$ cat config.mk
export PLATFORM = sky130hd
export DESIGN_NAME = fcd_flash_host
export DESIGN_NICKNAME = d
export VERILOG_FILES = /design/src/fcd_pkg.sv /design/src/fcd_bus_cycle.sv /design/src/fcd_flash_host.sv
export SDC_FILE = /design/constraint.sdc
export NUM_CORES = 1
export LEC_CHECK = 0
export BUFFER_PORTS_ARGS = -buffer_cell sky130_fd_sc_hd__buf_4
export CORE_MARGIN = 2
export CORE_UTILIZATION = 58
export DETAILED_ROUTE_END_ITERATION = 7
export PLACE_DENSITY = 0.78
export SLEW_MARGIN = 5
export SYNTH_ARGS = -nofsm -noshare
export SYNTH_HDL_FRONTEND = slang
export SYNTH_SLANG_ARGS = --single-unit
$ cat constraint.sdc
create_clock -name ref_clk -period 9.3 [get_ports ref_clk]
set_input_delay 1.86 -clock ref_clk [delete_from_list [all_inputs] [get_ports ref_clk]]
set_output_delay 1.86 -clock ref_clk [all_outputs]
set_load 0.02 [all_outputs]
$ cat src/fcd_pkg.sv
// constants, command codes and carrier types of the flash command host
// assumes a 16-bit parallel nor flash with active-low strobes outside
// ***********************************************
// ***********************************************
package fcd_pkg;
  localparam int unsigned ADDR_W = 22;
  localparam int unsigned DATA_W = 16;
  localparam logic [11:0] UNLOCK_ADDR1 = 12'h555;
  localparam logic [11:0] UNLOCK_ADDR2 = 12'h2aa;
  localparam logic [11:0] QUERY_ADDR   = 12'h055;
  localparam logic [7:0] CMD_UNLOCK1 = 8'haa;
  localparam logic [7:0] CMD_UNLOCK2 = 8'h55;
  localparam logic [7:0] CMD_AUTOSEL = 8'h90;
  localparam logic [7:0] CMD_SECURE  = 8'h88;
  localparam logic [7:0] CMD_PROGRAM = 8'ha0;
  localparam logic [7:0] CMD_BYPASS  = 8'h20;
  localparam logic [7:0] CMD_ERASE   = 8'h80;
  localparam logic [7:0] CMD_CHIP    = 8'h10;
  localparam logic [7:0] CMD_SECTOR  = 8'h30;
  localparam logic [7:0] CMD_SUSPEND = 8'hb0;
  localparam logic [7:0] CMD_RESUME  = 8'h30;
  localparam logic [7:0] CMD_QUERY   = 8'h98;
  localparam logic [7:0] CMD_RESET   = 8'hf0;
  localparam logic [7:0] CMD_ZERO    = 8'h00;
  localparam logic [ADDR_W-1:0] OFS_MAKER   = 22'h000000;
  localparam logic [ADDR_W-1:0] OFS_PART    = 22'h000001;
  localparam logic [ADDR_W-1:0] OFS_PROTECT = 22'h000002;
  localparam int unsigned CLK_MHZ = 100;
  localparam int unsigned SUSPEND_MAX_US = 20;
  localparam int unsigned SUSPEND_CYC = SUSPEND_MAX_US * CLK_MHZ;
  localparam int unsigned STROBE_CYC = 8;  // strobe counter load; the strobe phase lasts 9 cycles, 90 ns
  localparam int unsigned CNT_W = 12;
  // user order codes
  typedef enum logic [3:0] {
    OP_READ, OP_RESET, OP_AUTOSEL_READ, OP_SECURE_ENTER, OP_SECURE_EXIT,
    OP_PROGRAM, OP_BYPASS_ENTER, OP_BYPASS_PROGRAM, OP_BYPASS_EXIT,
    OP_CHIP_ERASE, OP_SECTOR_ERASE, OP_SECTOR_ADD, OP_SUSPEND, OP_RESUME,
    OP_QUERY
  } fcd_op_t;
  typedef struct packed {
    fcd_op_t             op;
    logic [ADDR_W-1:0]   addr;
    logic [DATA_W-1:0]   data;
  } fcd_req_t;
  typedef struct packed {
    logic                isWrite;
    logic [ADDR_W-1:0]   addr;
    logic [DATA_W-1:0]   data;
  } fcd_cyc_t;
  typedef enum logic [2:0] {
    MD_READ, MD_AUTOSEL, MD_BYPASS, MD_WINDOW, MD_ERASING, MD_SUSP, MD_BUSY
  } fcd_mode_t;
endpackage

$ cat src/fcd_bus_cycle.sv
// one asynchronous bus cycle on the flash strobes
// assumes the flash holds read data valid before the read strobe rises
module fcd_bus_cycle (
  input  wire logic                       ref_clk,   // system clock
  input  wire logic                       rst_n,     // async reset
  input  wire logic                       start,     // begin a cycle
  input  wire fcd_pkg::fcd_cyc_t          cyc,       // cycle contents
  input  wire logic [fcd_pkg::DATA_W-1:0] dqIn,      // synchronised data
  output logic                            done,      // cycle finished pulse
  output logic [fcd_pkg::DATA_W-1:0]      rdData,    // captured read data
  output logic                            chipSel_n, // chip select
  output logic                            writeEn_n, // write strobe
  output logic                            outEn_n,   // output strobe
  output logic [fcd_pkg::ADDR_W-1:0]      addr,      // address pins
  output logic [fcd_pkg::DATA_W-1:0]      dqOut,     // data driven
  output logic                            dqOe       // data drive enable
);
  // ***********************************************
  // phase machine
  // ***********************************************
  typedef enum logic [1:0] {PH_IDLE, PH_SETUP, PH_STROBE, PH_HOLD} fcd_ph_t;
  fcd_ph_t ph_reg, ph_next;
  logic [fcd_pkg::CNT_W-1:0] cnt_reg, cnt_next;
  logic wr_reg, wr_next;
  logic [fcd_pkg::DATA_W-1:0] rd_reg, rd_next;
  logic [fcd_pkg::ADDR_W-1:0] a_reg, a_next;
  logic [fcd_pkg::DATA_W-1:0] d_reg, d_next;
  logic done_reg, done_next;
  logic csN_reg, csN_next;
  logic weN_reg, weN_next;
  logic oeN_reg, oeN_next;
  logic drv_reg, drv_next;
  always_comb begin
    ph_next = ph_reg;
    cnt_next = cnt_reg;
    wr_next = wr_reg;
    rd_next = rd_reg;
    a_next = a_reg;
    d_next = d_reg;
    done_next = 1'b0;
    unique case (ph_reg)
      PH_IDLE: if (start) begin
        a_next = cyc.addr;
        d_next = cyc.data;
        wr_next = cyc.isWrite;
        ph_next = PH_SETUP;
      end
      PH_SETUP: begin
        cnt_next = fcd_pkg::CNT_W'(fcd_pkg::STROBE_CYC);
        ph_next = PH_STROBE;
      end
      PH_STROBE: begin
        cnt_next = cnt_reg - 1'b1;
        if (cnt_reg == '0) begin
          if (!wr_reg) rd_next = dqIn;
          ph_next = PH_HOLD;
        end
      end
      PH_HOLD: begin
        done_next = 1'b1;
        ph_next = PH_IDLE;
      end
    endcase
    // strobes registered from the next phase: no decode glitch on the pins
    csN_next = (ph_next == PH_IDLE);
    weN_next = !(ph_next == PH_STROBE && wr_next);
    oeN_next = !(ph_next == PH_STROBE && !wr_next);
    drv_next = wr_next && (ph_next != PH_IDLE);
  end
  always_ff @(posedge ref_clk or negedge rst_n) begin
    if (!rst_n) begin
      ph_reg <= PH_IDLE;
      cnt_reg <= '0;
      wr_reg <= 1'b0;
      rd_reg <= '0;
      a_reg <= '0;
      d_reg <= '0;
      done_reg <= 1'b0;
      csN_reg <= 1'b1;
      weN_reg <= 1'b1;
      oeN_reg <= 1'b1;
      drv_reg <= 1'b0;
    end else begin
      ph_reg <= ph_next;
      cnt_reg <= cnt_next;
      wr_reg <= wr_next;
      rd_reg <= rd_next;
      a_reg <= a_next;
      d_reg <= d_next;
      done_reg <= done_next;
      csN_reg <= csN_next;
      weN_reg <= weN_next;
      oeN_reg <= oeN_next;
      drv_reg <= drv_next;
    end
  end
  // address set before the falling strobe, data held past the rising one
  assign chipSel_n = csN_reg;
  assign writeEn_n = weN_reg;
  assign outEn_n   = oeN_reg;
  assign dqOe      = drv_reg;
  assign addr      = a_reg;
  assign dqOut     = d_reg;
  assign rdData    = rd_reg;
  assign done      = done_reg;
endmodule

$ cat src/fcd_flash_host.sv
// flash command host: turns user orders into flash bus cycle sequences
// assumes one flash on the pins; ready/busy and data come in unsynchronised
module fcd_flash_host (
  input  wire logic                       ref_clk,     // 100 mhz clock
  input  wire logic                       rst_n,       // async reset
  input  wire logic                       reqValid,    // order strobe
  input  wire fcd_pkg::fcd_req_t          req,         // order
  output logic                            reqReady,    // order accepted
  output logic                            rspValid,    // order done pulse
  output logic                            rspRefused,  // order not legal now
  output logic [fcd_pkg::DATA_W-1:0]      rspData,     // read result
  output fcd_pkg::fcd_mode_t              mode,        // device mode tracked
  output logic                            chipSel_n,   // flash chip select
  output logic                            writeEn_n,   // flash write strobe
  output logic                            outEn_n,     // flash output strobe
  output logic [fcd_pkg::ADDR_W-1:0]      flashAddr,   // flash address
  output logic [fcd_pkg::DATA_W-1:0]      dqOut,       // flash data out
  output logic                            dqOe,        // flash data enable
  input  wire logic [fcd_pkg::DATA_W-1:0] dqIn,        // flash data in
  input  wire logic                       readyBusy_n  // ready_busy_n_output
);
  // ***********************************************
  // pin synchronisers
  // ***********************************************
  logic [fcd_pkg::DATA_W-1:0] dqS1_reg, dqS2_reg;
  logic rbS1_reg, rbS2_reg;
  always_ff @(posedge ref_clk or negedge rst_n) begin
    if (!rst_n) begin
      dqS1_reg <= '0;
      dqS2_reg <= '0;
      rbS1_reg <= 1'b0;
      rbS2_reg <= 1'b0;
    end else begin
      dqS1_reg <= dqIn;
      dqS2_reg <= dqS1_reg;
      rbS1_reg <= readyBusy_n;
      rbS2_reg <= rbS1_reg;
    end
  end

  // ***********************************************
  // sequence table
  // ***********************************************
  function automatic fcd_pkg::fcd_cyc_t wcyc(input logic [11:0] a, input logic [7:0] d);
    wcyc.isWrite = 1'b1;
    wcyc.addr = fcd_pkg::ADDR_W'(a);
    wcyc.data = fcd_pkg::DATA_W'(d);
  endfunction
  function automatic logic [2:0] seqLen(input fcd_pkg::fcd_op_t op);
    unique case (op)
      fcd_pkg::OP_READ, fcd_pkg::OP_RESET, fcd_pkg::OP_SECTOR_ADD,
      fcd_pkg::OP_SUSPEND, fcd_pkg::OP_RESUME, fcd_pkg::OP_QUERY: seqLen = 3'd1;
      fcd_pkg::OP_BYPASS_PROGRAM, fcd_pkg::OP_BYPASS_EXIT: seqLen = 3'd2;
      fcd_pkg::OP_SECURE_ENTER, fcd_pkg::OP_BYPASS_ENTER: seqLen = 3'd3;
      fcd_pkg::OP_AUTOSEL_READ, fcd_pkg::OP_SECURE_EXIT,
      fcd_pkg::OP_PROGRAM: seqLen = 3'd4;
      default: seqLen = 3'd6;
    endcase
  endfunction
  // cycle k of the sequence for order r
  function automatic fcd_pkg::fcd_cyc_t seqCyc(input fcd_pkg::fcd_req_t r,
                                               input logic [2:0] k);
    fcd_pkg::fcd_cyc_t c;
    c = wcyc(fcd_pkg::UNLOCK_ADDR1, fcd_pkg::CMD_UNLOCK1);
    unique case (r.op)
      fcd_pkg::OP_READ: c = '{isWrite: 1'b0, addr: r.addr, data: '0};
      fcd_pkg::OP_RESET: c = wcyc('0, fcd_pkg::CMD_RESET);
      fcd_pkg::OP_SECTOR_ADD: c = '{isWrite: 1'b1, addr: r.addr,
                                    data: fcd_pkg::DATA_W'(fcd_pkg::CMD_SECTOR)};
      fcd_pkg::OP_SUSPEND: c = wcyc('0, fcd_pkg::CMD_SUSPEND);
      fcd_pkg::OP_RESUME: c = wcyc('0, fcd_pkg::CMD_RESUME);
      fcd_pkg::OP_QUERY: c = wcyc(fcd_pkg::QUERY_ADDR, fcd_pkg::CMD_QUERY);
      fcd_pkg::OP_BYPASS_PROGRAM: c = (k == 3'd0) ? wcyc('0, fcd_pkg::CMD_PROGRAM)
                               : '{isWrite: 1'b1, addr: r.addr, data: r.data};
      fcd_pkg::OP_BYPASS_EXIT: c = wcyc('0, (k == 3'd0) ? fcd_pkg::CMD_AUTOSEL
                                                       : fcd_pkg::CMD_ZERO);
      default: begin
        // unlock prefix on cycles 0,1; second prefix 3,4 only in six-cycle erases
        if (k == 3'd1 || (k == 3'd4 && seqLen(r.op) == 3'd6))
          c = wcyc(fcd_pkg::UNLOCK_ADDR2, fcd_pkg::CMD_UNLOCK2);
        else if (k == 3'd0 || (k == 3'd3 && seqLen(r.op) == 3'd6))
          c = wcyc(fcd_pkg::UNLOCK_ADDR1, fcd_pkg::CMD_UNLOCK1);
        else if (k == 3'd2) begin
          unique case (r.op)
            fcd_pkg::OP_AUTOSEL_READ, fcd_pkg::OP_SECURE_EXIT:
              c = wcyc(fcd_pkg::UNLOCK_ADDR1, fcd_pkg::CMD_AUTOSEL);
            fcd_pkg::OP_SECURE_ENTER: c = wcyc(fcd_pkg::UNLOCK_ADDR1, fcd_pkg::CMD_SECURE);
            fcd_pkg::OP_PROGRAM: c = wcyc(fcd_pkg::UNLOCK_ADDR1, fcd_pkg::CMD_PROGRAM);
            fcd_pkg::OP_BYPASS_ENTER:
              c = wcyc(fcd_pkg::UNLOCK_ADDR1, fcd_pkg::CMD_BYPASS);
            default: c = wcyc(fcd_pkg::UNLOCK_ADDR1, fcd_pkg::CMD_ERASE);
          endcase
        end else if (r.op == fcd_pkg::OP_AUTOSEL_READ)
          c = '{isWrite: 1'b0, addr: r.addr, data: '0};
        else if (r.op == fcd_pkg::OP_SECURE_EXIT) c = wcyc('0, fcd_pkg::CMD_ZERO);
        else if (r.op == fcd_pkg::OP_PROGRAM)
          c = '{isWrite: 1'b1, addr: r.addr, data: r.data};
        else if (r.op == fcd_pkg::OP_CHIP_ERASE)
          c = wcyc(fcd_pkg::UNLOCK_ADDR1, fcd_pkg::CMD_CHIP);
        else c = '{isWrite: 1'b1, addr: r.addr,
                   data: fcd_pkg::DATA_W'(fcd_pkg::CMD_SECTOR)};
      end
    endcase
    return c;
  endfunction
  // legality of an order in the tracked mode
  function automatic logic allowed(input fcd_pkg::fcd_op_t op, input fcd_pkg::fcd_mode_t m);
    unique case (m)
      fcd_pkg::MD_BUSY, fcd_pkg::MD_ERASING:
        allowed = (op == fcd_pkg::OP_SUSPEND && m == fcd_pkg::MD_ERASING)
               || op == fcd_pkg::OP_READ;
      fcd_pkg::MD_WINDOW: allowed = op != fcd_pkg::OP_RESUME;
      fcd_pkg::MD_BYPASS: allowed = op == fcd_pkg::OP_BYPASS_PROGRAM
                                 || op == fcd_pkg::OP_BYPASS_EXIT || op == fcd_pkg::OP_READ;
      fcd_pkg::MD_SUSP: allowed = op == fcd_pkg::OP_READ || op == fcd_pkg::OP_PROGRAM
                       || op == fcd_pkg::OP_AUTOSEL_READ || op == fcd_pkg::OP_RESET
                       || op == fcd_pkg::OP_RESUME;
      fcd_pkg::MD_AUTOSEL: allowed = op != fcd_pkg::OP_SUSPEND && op != fcd_pkg::OP_RESUME
                                  && op != fcd_pkg::OP_BYPASS_PROGRAM
                                  && op != fcd_pkg::OP_BYPASS_EXIT && op != fcd_pkg::OP_SECTOR_ADD;
      default: allowed = op != fcd_pkg::OP_SUSPEND && op != fcd_pkg::OP_RESUME
                      && op != fcd_pkg::OP_BYPASS_PROGRAM
                      && op != fcd_pkg::OP_BYPASS_EXIT && op != fcd_pkg::OP_SECTOR_ADD;
    endcase
  endfunction

  // ***********************************************
  // order sequencer
  // ***********************************************
  typedef enum logic [2:0] {ST_IDLE, ST_ISSUE, ST_WAIT, ST_DELAY, ST_BUSY} fcd_st_t;
  fcd_st_t st_reg, st_next;
  fcd_pkg::fcd_req_t r_reg, r_next;
  fcd_pkg::fcd_mode_t mode_reg, mode_next;
  logic susp_reg, susp_next;  // an erase is suspended underneath
  logic [2:0] k_reg, k_next;
  logic [fcd_pkg::CNT_W-1:0] dly_reg, dly_next;
  logic rdy_reg, rdy_next;
  logic rv_reg, rv_next;
  logic ref_reg, ref_next;
  logic [fcd_pkg::DATA_W-1:0] rd_reg, rd_next;
  logic cycStart, cycDone;
  logic [fcd_pkg::DATA_W-1:0] cycData;
  assign cycStart = (st_reg == ST_ISSUE);
  always_comb begin
    st_next = st_reg;
    r_next = r_reg;
    mode_next = mode_reg;
    susp_next = susp_reg;
    k_next = k_reg;
    dly_next = dly_reg;
    rdy_next = 1'b0;
    rv_next = 1'b0;
    ref_next = 1'b0;
    rd_next = rd_reg;
    unique case (st_reg)
      ST_IDLE: if (reqValid && !rdy_reg) begin
        rdy_next = 1'b1;
        if (allowed(req.op, mode_reg)) begin
          r_next = req;
          k_next = '0;
          st_next = ST_ISSUE;
        end else begin
          rv_next = 1'b1;
          ref_next = 1'b1;
        end
      end
      ST_ISSUE: st_next = ST_WAIT;
      ST_WAIT: if (cycDone) begin
        rd_next = cycData;
        if (k_reg + 3'd1 < seqLen(r_reg.op)) begin
          k_next = k_reg + 3'd1;
          st_next = ST_ISSUE;
        end else begin
          st_next = ST_IDLE;
          rv_next = 1'b1;
          unique case (r_reg.op)
            fcd_pkg::OP_PROGRAM, fcd_pkg::OP_BYPASS_PROGRAM, fcd_pkg::OP_CHIP_ERASE: begin
              st_next = ST_BUSY;
              rv_next = 1'b0;
              mode_next = fcd_pkg::MD_BUSY;
            end
            fcd_pkg::OP_SECTOR_ERASE, fcd_pkg::OP_SECTOR_ADD: mode_next = fcd_pkg::MD_WINDOW;
            fcd_pkg::OP_SUSPEND: begin
              susp_next = 1'b1;
              mode_next = fcd_pkg::MD_SUSP;
              if (mode_reg == fcd_pkg::MD_ERASING) begin
                st_next = ST_DELAY;
                rv_next = 1'b0;
                dly_next = fcd_pkg::CNT_W'(fcd_pkg::SUSPEND_CYC);
              end
            end
            fcd_pkg::OP_RESUME: begin
              susp_next = 1'b0;
              mode_next = fcd_pkg::MD_ERASING;
            end
            fcd_pkg::OP_AUTOSEL_READ: mode_next = fcd_pkg::MD_AUTOSEL;
            fcd_pkg::OP_RESET: mode_next = susp_reg ? fcd_pkg::MD_SUSP : fcd_pkg::MD_READ;
            fcd_pkg::OP_BYPASS_ENTER: mode_next = fcd_pkg::MD_BYPASS;
            fcd_pkg::OP_BYPASS_EXIT: mode_next = fcd_pkg::MD_READ;
            fcd_pkg::OP_READ: if (mode_reg == fcd_pkg::MD_WINDOW) mode_next = fcd_pkg::MD_ERASING;
            default: if (mode_reg == fcd_pkg::MD_WINDOW)
              mode_next = fcd_pkg::MD_READ;
          endcase
        end
      end
      ST_DELAY: begin
        dly_next = dly_reg - 1'b1;
        if (dly_reg == '0) begin
          st_next = ST_IDLE;
          rv_next = 1'b1;
        end
      end
      ST_BUSY: if (rbS2_reg) begin
        st_next = ST_IDLE;
        rv_next = 1'b1;
        if (r_reg.op == fcd_pkg::OP_BYPASS_PROGRAM) mode_next = fcd_pkg::MD_BYPASS;
        else mode_next = susp_reg ? fcd_pkg::MD_SUSP : fcd_pkg::MD_READ;
      end
      default: st_next = ST_IDLE;
    endcase
  end
  always_ff @(posedge ref_clk or negedge rst_n) begin
    if (!rst_n) begin
      st_reg <= ST_IDLE;
      r_reg <= '0;
      mode_reg <= fcd_pkg::MD_READ;
      susp_reg <= 1'b0;
      k_reg <= '0;
      dly_reg <= '0;
      rdy_reg <= 1'b0;
      rv_reg <= 1'b0;
      ref_reg <= 1'b0;
      rd_reg <= '0;
    end else begin
      st_reg <= st_next;
      r_reg <= r_next;
      mode_reg <= mode_next;
      susp_reg <= susp_next;
      k_reg <= k_next;
      dly_reg <= dly_next;
      rdy_reg <= rdy_next;
      rv_reg <= rv_next;
      ref_reg <= ref_next;
      rd_reg <= rd_next;
    end
  end
  assign reqReady = rdy_reg;
  assign rspValid = rv_reg;
  assign rspRefused = ref_reg;
  assign rspData = rd_reg;
  assign mode = mode_reg;

  // ***********************************************
  // bus cycle engine
  // ***********************************************
  fcd_bus_cycle u_cyc (
    .ref_clk   (ref_clk),
    .rst_n     (rst_n),
    .start     (cycStart),
    .cyc       (seqCyc(r_reg, k_reg)),
    .dqIn      (dqS2_reg),
    .done      (cycDone),
    .rdData    (cycData),
    .chipSel_n (chipSel_n),
    .writeEn_n (writeEn_n),
    .outEn_n   (outEn_n),
    .addr      (flashAddr),
    .dqOut     (dqOut),
    .dqOe      (dqOe)
  );

  // ***********************************************
  // checks
  // ***********************************************
  a_suspend_legal: assert property (@(posedge ref_clk) disable iff (!rst_n)
    (st_reg == ST_IDLE && reqValid && !rdy_reg && req.op == fcd_pkg::OP_SUSPEND
     && mode_reg != fcd_pkg::MD_ERASING && mode_reg != fcd_pkg::MD_WINDOW) |=> rspRefused)
    else $error("suspend accepted outside sector erase");
  a_busy_no_cmd: assert property (@(posedge ref_clk) disable iff (!rst_n)
    st_reg == ST_BUSY |-> !cycStart && chipSel_n && writeEn_n)
    else $error("command issued while program runs");
  a_resume_mode: assert property (@(posedge ref_clk) disable iff (!rst_n)
    (rv_reg && !ref_reg && r_reg.op == fcd_pkg::OP_RESUME) |-> mode_reg == fcd_pkg::MD_ERASING)
    else $error("resume did not restart erase");
  a_reset_susp: assert property (@(posedge ref_clk) disable iff (!rst_n)
    (rv_reg && !ref_reg && r_reg.op == fcd_pkg::OP_RESET && susp_reg) |-> mode_reg == fcd_pkg::MD_SUSP)
    else $error("reset left suspend-read mode");
  a_bypass_only: assert property (@(posedge ref_clk) disable iff (!rst_n)
    (mode_reg == fcd_pkg::MD_BYPASS && st_reg == ST_IDLE && reqValid && !rdy_reg
     && req.op == fcd_pkg::OP_PROGRAM) |=> rspRefused)
    else $error("full program sent in bypass mode");
endmodule

# After elaboration in Yosys (flattened, before gate mapping)
# Memory sizes are Yosys's and may differ from the RTL's.
# Cells that the tools add are included.
# word_totals
regBits,191
latch_bits,0
mem_bits_rw,0
romBits,144
input_bits,62
out_inout_bits,64
elab_cells,211
mem_count,3
# mem_list
memory,depth,word_bits,rd,rd_ports_with_merged_regs,wr,line_no,source
(no name shown),16,3,1,0,0,fcd_flash_host.sv:50,unique case (op)
(no name shown),16,3,1,0,0,fcd_flash_host.sv:50,
(no name shown),16,3,1,0,0,fcd_flash_host.sv:50,
# classes
add_sub_neg,3
mul,0
n_div,0
n_lt_le_gt_ge,1
eq_ne,56
n_shift,0
n_mux,67
bitwise,2
reduce_logical,52
# ops
operator,count
39-bit one-hot mux with 8 select lines,1
39-bit 2-to-1 mux,4
38-bit 2-to-1 mux,4
3-bit 2-to-1 mux,22
12-bit 2-to-1 mux,4
12-bit one-hot mux with 2 select lines,2
"4-bit == test, second input constant",10
8-bit one-hot mux with 4 select lines,1
3-bit one-hot mux with 9 select lines,1
"4-bit by 3-bit == test with 1-bit output, second input constant",6
12-bit logical NOT,2
"12-bit by 1-bit subtractor with 12-bit output, second input constant",2
"3-bit == test, second input constant",7
"3-bit by 2-bit == test with 1-bit output, second input constant",6
3-bit one-hot mux with 2 select lines,3
"2-bit inequality test, second input constant",8
"4-bit inequality test, second input constant",4
1-bit 2-to-1 mux,15
3-bit one-hot mux with 5 select lines,1
5-bit AND reduction,3
"4-bit by 2-bit == test with 1-bit output, second input constant",3
2-bit nonzero test,6
1-bit logical AND,11
"10-bit inequality test, second input constant",1
other kinds (27),54

# Depth between registers and ports, before layout
# depth
ltp_word,19
ltp_mapped,14
ltp_nobuf,11

# Cells and area by module
# Synthesis repeated with hierarchy kept, for this count alone.
# unflattened
cells_unflattened,760
hier_area_um2,8994.9
# by_module_without_submodules
module,instances,cells_each,area_each_um2,seq_area_each_um2
fcd_flash_host,1,545,5910.7,2927.8
fcd_bus_cycle,1,215,3084.2,1855.5

# Least setup slack after synthesis
# OpenSTA, ideal clock, no wires.
# synth_path
kind,input to register
start,input port req[41] (netlist name)
end,register r_reg[10] (netlist name)
setup_ps,125
arrival_ps,3328
required_ps,9175
setup_slack_ps,5847
cell_stages,7
n_path_buf,2
path_cell_list,nand2b_1 -> or4_1 -> a21o_1 -> a21o_1 -> buf_2 -> buf_6 -> mux2_4
# synth_between
elab_chain_cells,9
elab_cells_between_ends,29
cone_classes,12 x eq/ne; 3 x mux; 14 x reduce/logical
# synth_rtl
element,line_no,source
from (decl),fcd_flash_host.sv:7,"input wire fcd_pkg::fcd_req_t req,"
4-bit inequality test (tied with other cells),"fcd_flash_host.sv:118, fcd_flash_host.sv:121",
1-bit logical AND / 1-bit logical OR (equally long branches),"fcd_flash_host.sv:118, fcd_flash_host.sv:121, fcd_flash_host.sv:115",
1-bit logical AND / 1-bit logical OR (equally long branches),"fcd_flash_host.sv:119, fcd_flash_host.sv:122, fcd_flash_host.sv:116",
1-bit logical AND / 1-bit logical OR (equally long branches),"fcd_flash_host.sv:120, fcd_flash_host.sv:123, fcd_flash_host.sv:116",
1-bit logical AND / 1-bit logical OR (equally long branches),"fcd_flash_host.sv:120, fcd_flash_host.sv:123, fcd_flash_host.sv:117",
1-bit one-hot mux with 4 select lines *,fcd_flash_host.sv:108,unique case (m)
1-bit 2-to-1 mux *,fcd_flash_host.sv:156,ST_IDLE: if (reqValid && !rdy_reg) begin
1-bit 2-to-1 mux *,fcd_flash_host.sv:155,unique case (st_reg)
3-bit AND reduction (no line) *,--,
to (signal assigned),fcd_flash_host.sv:236,r_reg <= r_next;
to (decl),fcd_flash_host.sv:132,"fcd_pkg::fcd_req_t r_reg, r_next;"
# Every way passes the cells marked *; elsewhere a longest branch is shown, timed or not. The select of a mux whose other input is x is not followed.
# A chain may end at the register's enable or synchronous reset.

# Worst setup path after layout
# layout_path
start,register r_reg[40] (netlist name)
end,register k_reg[1]
# layout_between
elab_chain_cells,6
# layout_rtl
element,line_no,source
memory 16 x 3 bit,--,
3-bit 2-to-1 mux,fcd_flash_host.sv:168,ST_WAIT: if (cycDone) begin
3-bit 2-to-1 mux,fcd_flash_host.sv:155,
3-bit < comparator,fcd_flash_host.sv:170,if (k_reg + 3'd1 < seqLen(r_reg.op)) begin
2-bit inequality test (no line),--,
5-bit AND reduction (no line),--,
to (signal assigned),fcd_flash_host.sv:239,k_reg <= k_next;
to (decl),fcd_flash_host.sv:135,"logic [2:0] k_reg, k_next;"
# No other way between the ends. The select of a mux whose other input is x is not followed.

==> out/qor.yml <==
yosys:
  ys_ff_latch: 191
  synth_enable_flop_cells: 0
  postSynthCellCount: 780
  ys_top_cells_by_count: "dfrtp_1, nand2_1, a21oi_1, mux2_4, nor2_1"
  yosys.area.top_type: "dfrtp_1"
  synthFlopType: "dfrtp_1"
  syn-num-nets: 859
  async_flop_share_pct: 100.0
  yosysMostFrequentCell: "dfrtp_1"
  synth_area_um2: 8797
  syn_area_per_cell_um2: 11.28
  synth.distinct_cells: 80
  ys_warn_count: 0
  synth_top_area_share_pct: 53.48
  yosys-top-cells-area: "dfrtp_1, mux2_4, nand2_1, a21oi_1, ha_1"
  ys_seq_area_share_pct: 54.37
outcome:
  status: "finished clean"
cells_and_area:
  fin_util_pct: 69.70
  largest_reg_flops: 42
  fillers: 1065
  regArea_um2: 4783
  drive_gt1_share_pct: 27.08
  fin_nets: 967
  area_delta_synth_final_pct: 19.12
  multi_input_area_um2: 3699
  diodes: 0
floorplan:
  dieHeight_um: 127.2
  core_area_um2: 15030
  start_util_pct: 58.52
  num_rows: 45
  chipWidth_um: 127.2
  io-pin-count: 126
  die_area_um2: 16170
critical_path:
  startpoint: "r_reg[40]$_DFFE_PN0P_"
  start_kind: "flip-flop"
  worstReg2RegEnd: "k_reg[1]$_DFFE_PN0P_"
  crit_path_end_kind: "flip-flop"
  regToRegStartpoint: "r_reg[40]$_DFFE_PN0P_"
  path_cells: "and2_1 > a21oi_1 > nand2_1 > o21ai_0 > ha_1 > or4b_4 > o32ai_4 > o21ai_1 > a32oi_1 > o22ai_1"
  r2r_cells: 10
  cp.required_ps: 9610
  worstPathArrival_ps: 4090
  rrSetupSlack_ps: 5520
  endpoint: "k_reg[1]$_DFFE_PN0P_"
  path_class: "reg2reg"
  cp_max_fo: 39
  max_stage_delay_ps: 1050
  cp_slowest_cell: "dfrtp_1"
routing:
  wl_mm: 20.54
  vias_per_cell: 6.020
  firstDrtPassIters: 5
  drcViolationCount: 0
  drtIter0Drc: 494
  wire_per_inst_um: 18.86
  ant_nets: 0
  vias: 6556
sta:
  hold_viol_final: 0
  max_slew.worst_pin.slew_ps: 1136
  fin_crit_ps: 3781
  maxSlewHeadroom_pct: 23.96
  fin_crit_sh_pct: 40.66
  whs_ps: 351.5
  rsz0062_at_grt: "false"
  setup_tns_ps: 0
  fmax_mhz: 264.5
  setup_viol: 0
  fin_skew_ps: 9.103
  timing.final.max_slew_violations: 0
clocking:
  clk_path_buf_depth: 2
  root_buffer: "clkbuf_16"
  clkLatencyLatePin_ps: 450
  htreeDepth: 4
  cts_setup_buffers: 0
  cts_hold_repair.buffers: 0
  cts_tree: "done"
  numCtsBuffers: 17
  ctsResizeCount: 0
  clk_pin_slew_worst_paths_ps: 90
  clock_sinks: 191
global_route:
  grt_first_pass_wirelength_mm: 33.66
  gr-total-overflow: 0
  grt.total_usage_pct: 26.20
  antenna_found_initial: 0
  grt_max_degree: 121
  grt_pass1_vias: 6601
min_path:
  hold_class: "reg2reg"
  hold_depth: 0
power_and_ir_drop:
  peakVddDrop_mv: 0.1962
  powerDensity_nw_per_um2: 160.1
  power.leakage_nw: 5.295
placement:
  routabilityCongestion: 0.8967
  dp_hpwl_mm: 13.87
  io_buffers: 125
flow_run:
  drv_cap: 0
## worst max-delay path: cells and delay by family, from the launching register on
| family | cells | cell delay, ps |
|---|---|---|
| AO/OA/AOI/OAI | 6 | 1340 |
| flip-flops | 1 | 1050 |
| AND/OR/NAND/NOR | 3 | 980 |
| adder cells (fa/ha/maj) | 1 | 270 |
## cell families after synthesis
| group | Yosys count | share of synthesized area [%] |
|---|---|---|
| AND/OR/NAND/NOR | 249 | 14.32 |
| flip-flops | 191 | 54.37 |
| AO/OA/AOI/OAI | 182 | 14.81 |
| buffers and inverters | 71 | 3.598 |
| multiplexers | 63 | 9.785 |
| adder cells (fa/ha/maj) | 17 | 2.418 |
| XOR/XNOR | 7 | 0.6969 |
## power by group
group / total, mW / internal, mW / leakage (nW) / switching (mW)
Combinational: 0.0402 / 0.0181 / 2.46 / 0.0220
Clock: 0.798 / 0.390 / 0.320 / 0.408
Sequential: 0.839 / 0.837 / 2.52 / 0.00206
Total: 1.68 / 1.25 / 5.29 / 0.432
## worst min path at each step
stage	startpoint	to	slack, ps
after floorplan	dqS1_reg[0]$_DFF_PN0_	dqS2_reg[0]$_DFF_PN0_	330
after global placement	dqS1_reg[5]$_DFF_PN0_	dqS2_reg[5]$_DFF_PN0_	330
after detailed placement	dqS1_reg[12]$_DFF_PN0_	dqS2_reg[12]$_DFF_PN0_	330
after CTS	dqS1_reg[10]$_DFF_PN0_	dqS2_reg[10]$_DFF_PN0_	350
after global routing	dqS1_reg[10]$_DFF_PN0_	dqS2_reg[10]$_DFF_PN0_	350
final	dqS1_reg[10]$_DFF_PN0_	dqS2_reg[10]$_DFF_PN0_	350
## final cells by class
class | instances | area share (%)
inverter | 29 | 1.039
sequential | 191 | 45.65
clock inverter | 15 | 2.269
clock buffer | 17 | 4.060
multi-input combinational | 518 | 35.30
tap | 188 | 2.245
timing repair buffer | 131 | 9.445
## stage by stage
| stage | setup slack [ps] | instance area (um2) | total power [mW] | instances |
|---|---|---|---|---|
| floorplan | 5847 | 8797 | 0.8579 | 780 |
| global placement | 5162 | 9816 | 0.8952 | 1057 |
| detailed placement | 5119 | 9816 | 0.8971 | 1057 |
| CTS | 5545 | 10480 | 1.690 | 1089 |
| global route | 5304 | 10480 | 1.730 | 1089 |
| finish | 5519 | 10480 | 1.677 | 1089 |
## metal layers
layer | up-vias | global-route usage (%) | wire, um
met2 | 211 | 43.64 | 10400
met1 | 3298 | 34.38 | 8757
met3 | 30 | 6.240 | 1074
met4 | 0 | 8.209 | 308
li1 | 3017 | - | -
met5 | - | 0 | 0
## cells in the final DEF (no fill, tap or decap), drive strengths merged, types with 11 or more instances in the layout
cell type	instances
a21oi	48
a31oi	13
a32o	13
buf	130
clkbuf	18
dfrtp	188
ha	17
inv	42
mux2	61
nand2	98
nand2b	11
nand3	17
nor2	40
nor2b	14
o21ai	33
o31ai	13
Power figures use the tool's default switching activity.
